===== src/verilog/sccr_pkg.sv =====
// sccr_pkg: constants for the serdes channel 2 configuration register bank
// assumes a 32-bit classic wishbone register bus with byte addresses
package sccr_pkg;

	//////////////////////////////////////////////////////////////////////
	// register map (byte addresses)
	localparam logic [7:0] SCCR_ADDR_CH2_CFG = 8'h00;
	localparam logic [7:0] SCCR_ADDR_GLOBAL = 8'h04;
	localparam logic [7:0] SCCR_ADDR_STATUS = 8'h08;

	//////////////////////////////////////////////////////////////////////
	// field positions of the channel register
	localparam int SCCR_POS_HALF_RATE = 0;
	localparam int SCCR_POS_TX_RECALC = 1;
	localparam int SCCR_POS_UNUSED_LO = 2;
	localparam int SCCR_POS_RSVD8 = 8;
	localparam int SCCR_POS_TX_EN = 9;
	localparam int SCCR_POS_TX_BOOST = 12;
	localparam int SCCR_POS_PLL_PWR = 16;
	localparam int SCCR_POS_RX_EN = 17;
	localparam int SCCR_POS_DPLL_RST = 18;
	localparam int SCCR_POS_RSVD19 = 19;
	localparam int SCCR_POS_RX_EQ = 21;
	localparam int SCCR_POS_DPLL_SEL = 24;
	localparam int SCCR_POS_TXCLK_PWR = 27;
	localparam int SCCR_POS_SIGNAL_LOSS_DETECTOR_CONTROL = 28;
	localparam int SCCR_POS_ALIGN_EN = 30;
	localparam int SCCR_POS_RSVD31 = 31;

	// position of the bypass-initialization bit in the global register
	localparam int SCCR_POS_BYPASS_INIT = 0;

	//////////////////////////////////////////////////////////////////////
	// reset value of the channel register; half rate has no defined reset,
	// it is held at zero here
	localparam logic [31:0] SCCR_RST_CH2_CFG = 32'hC8A7C610;
	localparam logic SCCR_RST_BYPASS_INIT = 1'h0;

	// field codes
	localparam logic [2:0] SCCR_TX_EN_OFF = 3'h0;
	localparam logic [2:0] SCCR_TX_EN_FULL = 3'h3;
	localparam logic [1:0] SCCR_LOS_OFF = 2'h0;
	localparam logic [1:0] SCCR_LOS_HEAVY = 2'h3;

	// mask of bits that are writable only under bypass-initialization
	localparam logic [31:0] SCCR_GATED_MASK = 32'h00030E00;
	// read-only reserved bit 8
	localparam logic [31:0] SCCR_RO_MASK = 32'h00000100;

endpackage : sccr_pkg


===== src/verilog/sccr_edge_pulse.sv =====
// sccr_edge_pulse: one-cycle pulse on a 0-to-1 change of a stored bit
// assumes the bit and its previous value are on clk_i
module sccr_edge_pulse (
	// clock and reset
	input wire logic clk_i,
	input wire logic rst_i,
	// level in
	input wire logic level_i,
	input wire logic rst_level_i,
	// pulse out
	output logic pulse_o
);
	import sccr_pkg::*;

	typedef struct packed {
		logic prev;
		logic pulse;
	} sccr_edge_state_type;

	sccr_edge_state_type state_ff;
	sccr_edge_state_type nxt_state;

	////////////////////////////////////////////////////////////////////////
	// compare new value with the stored one
	always_comb begin
		nxt_state = state_ff;
		nxt_state.prev = level_i;
		nxt_state.pulse = level_i & ~state_ff.prev;
	end

	// register state; prev takes the bit's own reset value to avoid a false pulse
	always_ff @(posedge clk_i) begin
		if (rst_i) begin
			state_ff.prev <= rst_level_i;
			state_ff.pulse <= 1'h0;
		end else begin
			state_ff <= nxt_state;
		end
	end

	assign pulse_o = state_ff.pulse;
endmodule : sccr_edge_pulse


===== src/verilog/sccr_rx_gate.sv =====
// sccr_rx_gate: effective receive enable, qualified by pll power and lock
// assumes the lock state input comes from the analog pll, another domain
module sccr_rx_gate (
	// clock and reset
	input wire logic clk_i,
	input wire logic rst_i,
	// controls
	input wire logic rx_enable_i,
	input wire logic pll_power_i,
	input wire logic pll_lock_async_i,
	// effective enable and synchronised lock
	output logic rx_active_o,
	output logic pll_lock_o
);
	import sccr_pkg::*;

	typedef struct packed {
		logic sync1;
		logic sync2;
		logic active;
	} sccr_gate_state_type;

	sccr_gate_state_type state_ff;
	sccr_gate_state_type nxt_state;

	////////////////////////////////////////////////////////////////////////
	// two-stage synchroniser, then qualify the enable
	always_comb begin
		nxt_state = state_ff;
		nxt_state.sync1 = pll_lock_async_i;
		nxt_state.sync2 = state_ff.sync1;
		nxt_state.active = rx_enable_i & pll_power_i & state_ff.sync2;
	end

	always_ff @(posedge clk_i) begin
		if (rst_i) begin
			state_ff <= '0;
		end else begin
			state_ff <= nxt_state;
		end
	end

	assign rx_active_o = state_ff.active;
	assign pll_lock_o = state_ff.sync2;
endmodule : sccr_rx_gate


===== src/verilog/sccr_regs.sv =====
// sccr_regs: serdes channel 2 configuration register bank
// assumes a classic wishbone master on clk_i and an analog transceiver on the outputs
//
// Contract
// - transmit boost in bits 12..15, reset 0xC, zero means no boost
// - bit 16 is receive pll power, 1 on, resets to 1
// - pll power, receive enable, transmit enable read-only unless bypass-init is 1
// - receive enable bit 17 gates rx outputs only with pll power and lock
// - rising edge of bit 18 resets the dpll frequency register; resets 1
// - receive equalization bits 21..23, reset 0x5, boost (value+1) half-dB
// - bit 27 powers transmit clock, resets 1, software keeps it 1
// - loss-of-signal control bits 28..29 reset 0; 00 off, 11 heavy filter
// - bit 30 enables word alignment, resets 1; cleared during prbs tests
// - bit 0 selects half baud rate; software changes it with speed setting
// - rising edge of bit 1 triggers transmit attenuation and boost recalculation
// - transmit enable bits 9..11 reset 0x3; 000 off, 011 fully on
//
// The implementer's own choices: the address map and the Wishbone register port.
module sccr_regs (
	// clock and reset
	input wire logic clk_i,
	input wire logic rst_i,
	// wishbone slave
	input wire logic wb_cyc_i,
	input wire logic wb_stb_i,
	input wire logic wb_we_i,
	input wire logic [7:0] wb_adr_i,
	input wire logic [3:0] wb_sel_i,
	input wire logic [31:0] wb_dat_i,
	output logic [31:0] wb_dat_o,
	output logic wb_ack_o,
	output logic wb_err_o,
	// transceiver status
	input wire logic pll_lock_i,
	// transceiver controls
	output logic half_rate_o,
	output logic tx_recalc_pulse_o,
	output logic [2:0] tx_enable_o,
	output logic [3:0] tx_boost_o,
	output logic tx_boost_on_o,
	output logic rx_pll_power_o,
	output logic rx_active_o,
	output logic dpll_frequency_reset_o,
	output logic [2:0] receive_equalization_o,
	output logic [2:0] receive_dpll_select_o,
	output logic transmit_clock_power_o,
	output logic los_detect_on_o,
	output logic los_heavy_filter_o,
	output logic word_align_en_o
);
	import sccr_pkg::*;

	typedef struct packed {
		logic [31:0] cfg;
		logic bypass;
		logic ack;
		logic err;
		logic [31:0] rdata;
	} sccr_state_type;

	sccr_state_type state_ff;
	sccr_state_type nxt_state;
	logic rx_active;
	logic lock_sync;

	// byte-lane merge of write data into a stored word
	function automatic logic [31:0] sccr_merge(input logic [31:0] old_v,
		input logic [31:0] new_v, input logic [3:0] sel);
		logic [31:0] res;
		res = old_v;
		for (int i = 0; i < 4; i++) begin
			if (sel[i]) begin
				res[i*8 +: 8] = new_v[i*8 +: 8];
			end
		end
		return res;
	endfunction : sccr_merge

	////////////////////////////////////////////////////////////////////////
	// bus decode and register update
	always_comb begin
		logic req;
		logic [31:0] merged;
		logic [31:0] keep;
		req = 1'h0;
		merged = '0;
		keep = '0;
		nxt_state = state_ff;
		nxt_state.ack = 1'h0;
		nxt_state.err = 1'h0;
		req = wb_cyc_i & wb_stb_i & ~state_ff.ack & ~state_ff.err;
		if (req) begin
			unique case (wb_adr_i)
				SCCR_ADDR_CH2_CFG: begin
					nxt_state.ack = 1'h1;
					nxt_state.rdata = state_ff.cfg;
					if (wb_we_i) begin
						merged = sccr_merge(state_ff.cfg, wb_dat_i, wb_sel_i);
						// read-only bits, and gated bits while bypass is 0, keep their old value
						keep = SCCR_RO_MASK | (state_ff.bypass ? 32'h0 : SCCR_GATED_MASK);
						nxt_state.cfg = (merged & ~keep) | (state_ff.cfg & keep);
					end
				end
				SCCR_ADDR_GLOBAL: begin
					nxt_state.ack = 1'h1;
					nxt_state.rdata = '0;
					nxt_state.rdata[SCCR_POS_BYPASS_INIT] = state_ff.bypass;
					if (wb_we_i && wb_sel_i[0]) begin
						nxt_state.bypass = wb_dat_i[SCCR_POS_BYPASS_INIT];
					end
				end
				SCCR_ADDR_STATUS: begin
					nxt_state.ack = 1'h1;
					nxt_state.rdata = {30'h0, rx_active, lock_sync};
				end
				default: begin
					nxt_state.err = 1'h1; // unmapped address
					nxt_state.rdata = '0;
				end
			endcase
		end
	end

	// register state
	always_ff @(posedge clk_i) begin
		if (rst_i) begin
			state_ff.cfg <= SCCR_RST_CH2_CFG;
			state_ff.bypass <= SCCR_RST_BYPASS_INIT;
			state_ff.ack <= 1'h0;
			state_ff.err <= 1'h0;
			state_ff.rdata <= '0;
		end else begin
			state_ff <= nxt_state;
		end
	end

	assign wb_ack_o = state_ff.ack;
	assign wb_err_o = state_ff.err;
	assign wb_dat_o = state_ff.rdata;

	////////////////////////////////////////////////////////////////////////
	// edge pulses for recalculation and dpll_frequency_reset
	sccr_edge_pulse u_recalc (
		.clk_i(clk_i),
		.rst_i(rst_i),
		.level_i(state_ff.cfg[SCCR_POS_TX_RECALC]),
		.rst_level_i(1'h0),
		.pulse_o(tx_recalc_pulse_o)
	);

	sccr_edge_pulse u_dpll_rst (
		.clk_i(clk_i),
		.rst_i(rst_i),
		.level_i(state_ff.cfg[SCCR_POS_DPLL_RST]),
		.rst_level_i(1'h1),
		.pulse_o(dpll_frequency_reset_o)
	);

	// receive enable qualified by pll power and lock
	sccr_rx_gate u_rx_gate (
		.clk_i(clk_i),
		.rst_i(rst_i),
		.rx_enable_i(state_ff.cfg[SCCR_POS_RX_EN]),
		.pll_power_i(state_ff.cfg[SCCR_POS_PLL_PWR]),
		.pll_lock_async_i(pll_lock_i),
		.rx_active_o(rx_active),
		.pll_lock_o(lock_sync)
	);

	////////////////////////////////////////////////////////////////////////
	// field outputs
	assign half_rate_o = state_ff.cfg[SCCR_POS_HALF_RATE];
	assign tx_enable_o = state_ff.cfg[SCCR_POS_TX_EN +: 3];
	assign tx_boost_o = state_ff.cfg[SCCR_POS_TX_BOOST +: 4];
	assign tx_boost_on_o = (state_ff.cfg[SCCR_POS_TX_BOOST +: 4] != 4'h0);
	assign rx_pll_power_o = state_ff.cfg[SCCR_POS_PLL_PWR];
	assign rx_active_o = rx_active;
	assign receive_equalization_o = state_ff.cfg[SCCR_POS_RX_EQ +: 3];
	assign receive_dpll_select_o = state_ff.cfg[SCCR_POS_DPLL_SEL +: 3];
	assign transmit_clock_power_o = state_ff.cfg[SCCR_POS_TXCLK_PWR];
	assign los_detect_on_o = (state_ff.cfg[SCCR_POS_SIGNAL_LOSS_DETECTOR_CONTROL +: 2] != SCCR_LOS_OFF);
	assign los_heavy_filter_o = (state_ff.cfg[SCCR_POS_SIGNAL_LOSS_DETECTOR_CONTROL +: 2] == SCCR_LOS_HEAVY);
	assign word_align_en_o = state_ff.cfg[SCCR_POS_ALIGN_EN];
endmodule : sccr_regs


===== config.mk =====
export PLATFORM = sky130hd
export DESIGN_NAME = sccr_regs
export DESIGN_NICKNAME = d
export VERILOG_FILES = /design/src/verilog/sccr_pkg.sv /design/src/verilog/sccr_edge_pulse.sv /design/src/verilog/sccr_rx_gate.sv /design/src/verilog/sccr_regs.sv
export SDC_FILE = /design/constraint.sdc
export NUM_CORES = 1
export LEC_CHECK = 0
export ABC_CLOCK_PERIOD_IN_PS = 1850
export BUFFER_PORTS_ARGS = -buffer_cell sky130_fd_sc_hd__buf_4
export CORE_ASPECT_RATIO = 1.25
export CORE_MARGIN = 10
export CORE_UTILIZATION = 45
export DETAILED_ROUTE_END_ITERATION = 16
export PLACE_DENSITY = 0.82
export SLEW_MARGIN = 20
export SYNTH_ARGS = -nofsm -noshare
export SYNTH_HDL_FRONTEND = slang
export SYNTH_SLANG_ARGS = --single-unit

===== constraint.sdc =====
create_clock -name clk_i -period 1.85 [get_ports clk_i]
set_input_delay 0.2775 -clock clk_i [delete_from_list [all_inputs] [get_ports clk_i]]
set_output_delay 0.2775 -clock clk_i [all_outputs]
set_load 0.005 [all_outputs]

* Yosys cells after proc, flatten, opt, wreduce, memory -nomap -nowiden *
Cells that the tools add are included.

storage, ports and cells
  register bits = 74
  output and inout port bits = 57
  input bits = 50
  word-level logic and storage cells = 59

operators by class
  mux-type cells = 20
  reductions and logical operators = 8
  equal/unequal tests = 3
  bitwise operators = 16

operator list
  kind                                                 number
  two-way mux 8 bit                                    16
  one-hot mux 32 bit (3 select lines)                  1
  AND 32 x 18 -> 32 bit                                1
  AND 32 bit                                           1
  NOT 18 -> 32 bit                                     1
  bitwise OR 32 bit                                    1
  two-way mux 18 bit                                   1
  equality test 8 x 3 -> 1 bit, second input constant  1
  equality test 8 x 4 -> 1 bit, second input constant  1
  logical NOT 8 bit                                    1
  AND 1 bit                                            7
  AND reduction 3 bit                                  2
  NOT 1 bit                                            5
  nonzero test 4 bit                                   1
  OR reduction 3 bit                                   1
  equality test 2 bit, second input constant           1
  two-way mux 1 bit                                    2
  nonzero test 2 bit                                   1
  OR reduction 2 bit                                   1
  logical AND 1 bit                                    1

* Longest topological paths before layout *
  depth in word-level cells = 6
  mapped depth = 6
  gate-level depth less buffers = 3

* By module *
From an unflattened synthesis, not the netlist that was laid out.

second synthesis, totals
  cells, all modules = 327
  area, all modules = 3279.4 um^2

modules (own cells, without submodules)
  module           seq. area each (um^2)  area each (um^2)  cells an instance  times used
  sccr_regs        1301.2                 3066.7            313                1
  sccr_edge_pulse  40.0                   62.6              4                  2
  sccr_rx_gate     60.1                   87.6              6                  1

* Worst setup path after synthesis *
No wires, ideal clock.

  kind = input to register
  start = in wb_adr_i[7]
  end = reg state_ff (netlist bit half_rate_o)
  arrival = 1.696 ns
  stages = 4
  data required time = 1.778 ns
  setup time = 0.072 ns
  buffers on the path = 1
  slack = 0.082 ns
  cells stage by stage = or4_4 -> buf_6 -> nor4_4 -> mux2i_1

between the ends
  longest elaborated chain between the ends = 2

RTL lines
  what                                  RTL line          RTL
  start, declared                       sccr_regs.sv:27   input wire logic [7:0] wb_adr_i,
  logical NOT 8 bit                     -
  AND reduction 3 bit (no source line)  -
  end signal, assigned                  sccr_regs.sv:133  state_ff <= nxt_state;
  end, declared                         sccr_regs.sv:61   sccr_state_type state_ff;

No other way between the ends.
A chain may end at the register's enable or synchronous reset.

* Worst setup path in the final report *
  start = reg state_ff (netlist bit tx_boost_o[0])
  end = out tx_boost_on_o

between the ends
  longest elaborated chain between the ends = 1

RTL lines
  what                RTL line          RTL
  nonzero test 4 bit  sccr_regs.sv:175  assign tx_boost_on_o = (state_ff.cfg[SCCR_POS_TX_BOOST +: 4] != 4'h0);
  end, declared       sccr_regs.sv:40   output logic tx_boost_on_o,

No other way between the ends.

==> impl_metrics.py <==
metrics = {
    "cts": {
        "cts_tree": "built",
        "cts_hold_buf": 0,
        "h-tree-depth": 3,
        "clock_sinks": 72,
        "cts_root_buffer": "clkbuf_8",
        "cts_resized": 0,
        "numCtsBuffers": 9,
        "path_clk_slew_ns": 0.08,
        "clock_path_buffers": 2,
        "insertion_delay_ns": 0.34,
        "postCtsSetupBuffers": 0,
    },
    "status": {
        "status": "completed",
    },
    "setup_path": {
        "crit_chain": "or4_1 > buf_4",
        "cp_slowest_cell": "or4_1",
        "crit_path_end_kind": "primary output",
        "cpPeakStageDelay_ns": 0.52,
        "start_kind": "flip-flop",
        "arrival_ns": 1.34,
        "critPathMaxFanout": 4,
        "required_ns": 1.57,
        "path_class": "reg2out",
    },
    "global_routing": {
        "grt_pass1_wl_um": 12800,
        "grt_antenna_before_repair": 0,
        "grt_pass1_vias": 2651,
        "track_usage_pct": 14.9,
        "grt_overflow_total": 0,
        "grt_max_degree": 47,
    },
    "placement": {
        "place_hpwl_um": 6060,
        "place_ws_ns": 0.0379,
        "placed_area_um2": 3800,
        "placed_cells": 466,
        "port_buffers": 104,
        "place_congestion": 0.753,
    },
    "yosys": {
        "syn_area_um2": 3200,
        "synth.top_cell.area_share_pct": 45.1,
        "synthCells": 325,
        "ys_warn_count": 0,
        "synth.distinct_cells": 33,
        "ys_top_cells_by_area": "dfxtp_1 45%, buf_4 11%, mux2i_1 11%",
        "avgSynthCellArea_um2": 9.84,
        "yosys.area.top_type": "dfxtp_1",
        "ys_seq_elements": 72,
        "syn-num-nets": 375,
        "synth_seq_area_share_pct": 45.1,
    },
    "power": {
        "p_per_area_nw_per_um2": 780,
        "leakage_nw": 1.64,
        "p_total_w": 0.00314,
        "irDropWorstVdd_mv": 0.724,
    },
    "timing": {
        "worst_pin_slew_ns": 0.485,
        "layout_setup_ws_ns": 0.234,
        "slew_headroom_pct": 67.2,
        "final_max_slew_viol_count": 0,
        "post-route-period-util_pct": 87.3,
        "period_minus_slack_ns": 1.62,
        "hold_viol": 0,
        "finClkSkew_ns": 0.0119,
        "rsz0062_at_grt": "false",
        "clock.fmax_mhz": 619,
        "setup_viol": 0,
        "fin_setup_tns_ns": 0,
    },
    "route": {
        "vias_per_cell": 5.22,
        "drc": 0,
        "detail_route.wl_per_cell_um": 16.7,
        "antenna_left": 0,
        "dr.pass1.iters": 4,
        "drt-total-wl_um": 8060,
        "drt-initial-drc-count": 115,
        "vias": 2517,
    },
    "floorplan": {
        "ios": 107,
        "dieArea_um2": 10900,
        "die_h_um": 114,
        "die_w_um": 95.4,
        "rows": 34,
        "start_util_pct": 46.1,
        "core_area_um2": 6930,
    },
    "finish": {
        "syn_to_final_growth_pct": 25.9,
        "stdcell_count": 482,
        "fin_nets": 437,
        "multiInputGateArea_um2": 1310,
        "antennaDiodeCount": 0,
        "seq_area_um2": 1440,
        "drive_gt1_share_pct": 37.5,
        "fillers": 616,
        "stdcell_area_um2": 4030,
    },
    "run": {
        "maxCapViolCount": 0,
    },
    "hold_path": {
        "hp-class": "in2reg",
    },
}
report_power, final:
part | leakage [nW] | switching (W) | internal [W] | total [W]
logic | 0.953 | 0.000115 | 0.000101 | 0.000215
clock network | 0.106 | 0.000578 | 0.000794 | 0.00137
registers | 0.581 | 0.00000180 | 0.00155 | 0.00155
Yosys cell counts, drive strengths merged:
library cell   n
dfxtp         72
buf           50
nand2         38
mux2i         34
nor2          30
a32o          19
clkbuf        18
nand3         13
o31ai         12
nor4          11
or4bb          6
or2            3
inv            2
nor2b          2
nor3b          2
or4            2
a311oi         1
and2           1
and4           1
clkinv         1
conb           1
nand3b         1
nand4b         1
nand4bb        1
nor4bb         1
o21ai          1
or3b           1
worst max-delay path: cells and delay by family (launching register included):
kind,cells,cell delay (ns)
AND/OR/NAND/NOR,1,0.52
buffers and inverters,1,0.15
flip-flops,1,0.34
metal layers:
| layer | vias up | track usage, % | wire [µm] |
|---|---|---|---|
| li1 | 1222 | - | - |
| met1 | 1193 | 15.8 | 3240 |
| met2 | 88 | 25.1 | 3900 |
| met3 | 14 | 5.97 | 768 |
| met4 | 0 | 6.70 | 152 |
| met5 | - | 0 | 0 |
registers in the layout, indices dropped and copies added (netlist names), 3 cells and up, named ones only:
signal,count
receive_dpll_select_o,3
receive_equalization_o,3
state_ff,14
tx_boost_o,4
wb_dat_o,31
area by class of cell:
class	count	area share, %
Timing Repair Buffer	119	23.1
Inverter	3	0.280
Multi-Input combinational cell	182	32.5
Clock buffer	11	3.51
Tap cell	90	2.80
Sequential cell	72	35.8
Clock inverter	5	1.99
worst paths after layout:
check,from,to,slack [ns],cells past startpoint
hold / removal,pll_lock_i,u_rx_gate.nxt_state[1],0.15,2
hold reg to reg,u_recalc.state_ff[1],u_recalc.pulse_o,0.39,1
setup / recovery,tx_boost_o[0],tx_boost_on_o,0.23,2
setup reg to reg,wb_err_o,state_ff[41],0.28,5
per-stage QoR:
stage / util (%) / hold slack (ns)
6_report: 58.1 / 0.150
3_5_place_dp: 54.9 / 0.380
3_3_place_gp: 54.9 / 0.372
2_1_floorplan: - / 0.368
5_1_grt: 58.1 / 0.134
4_1_cts: 58.1 / 0.134
placed cells by master (no fill, tap or decap), types with 2 or more instances in the layout:
master and instances:
clkinvlp_4 2, nand3_1 13, clkbuf_8 10, nor2b_1 2, nor4_1 4, nor3b_1 2
or2_2 3, inv_1 2, nor4_2 2, a32o_1 19, buf_4 116, nor2_1 30
buf_12 3, nand2_1 38, o31ai_1 12, or4bb_1 6, mux2i_1 34, nor4_4 5
dfxtp_1 72, bufinv_16 2
kinds of logic (layout without fill, tap and decap cells):
family	Yosys count	in the layout	share of synthesized area [%]
muxes	34	34	10.6
and+or+nand+nor	114	114	21.0
other	1	1	0.117
buffers and inverters	71	138	14.0
DFF	72	72	45.1
AOI/OAI and AO/OA	33	33	9.19
Power figures use the tool's default switching activity.
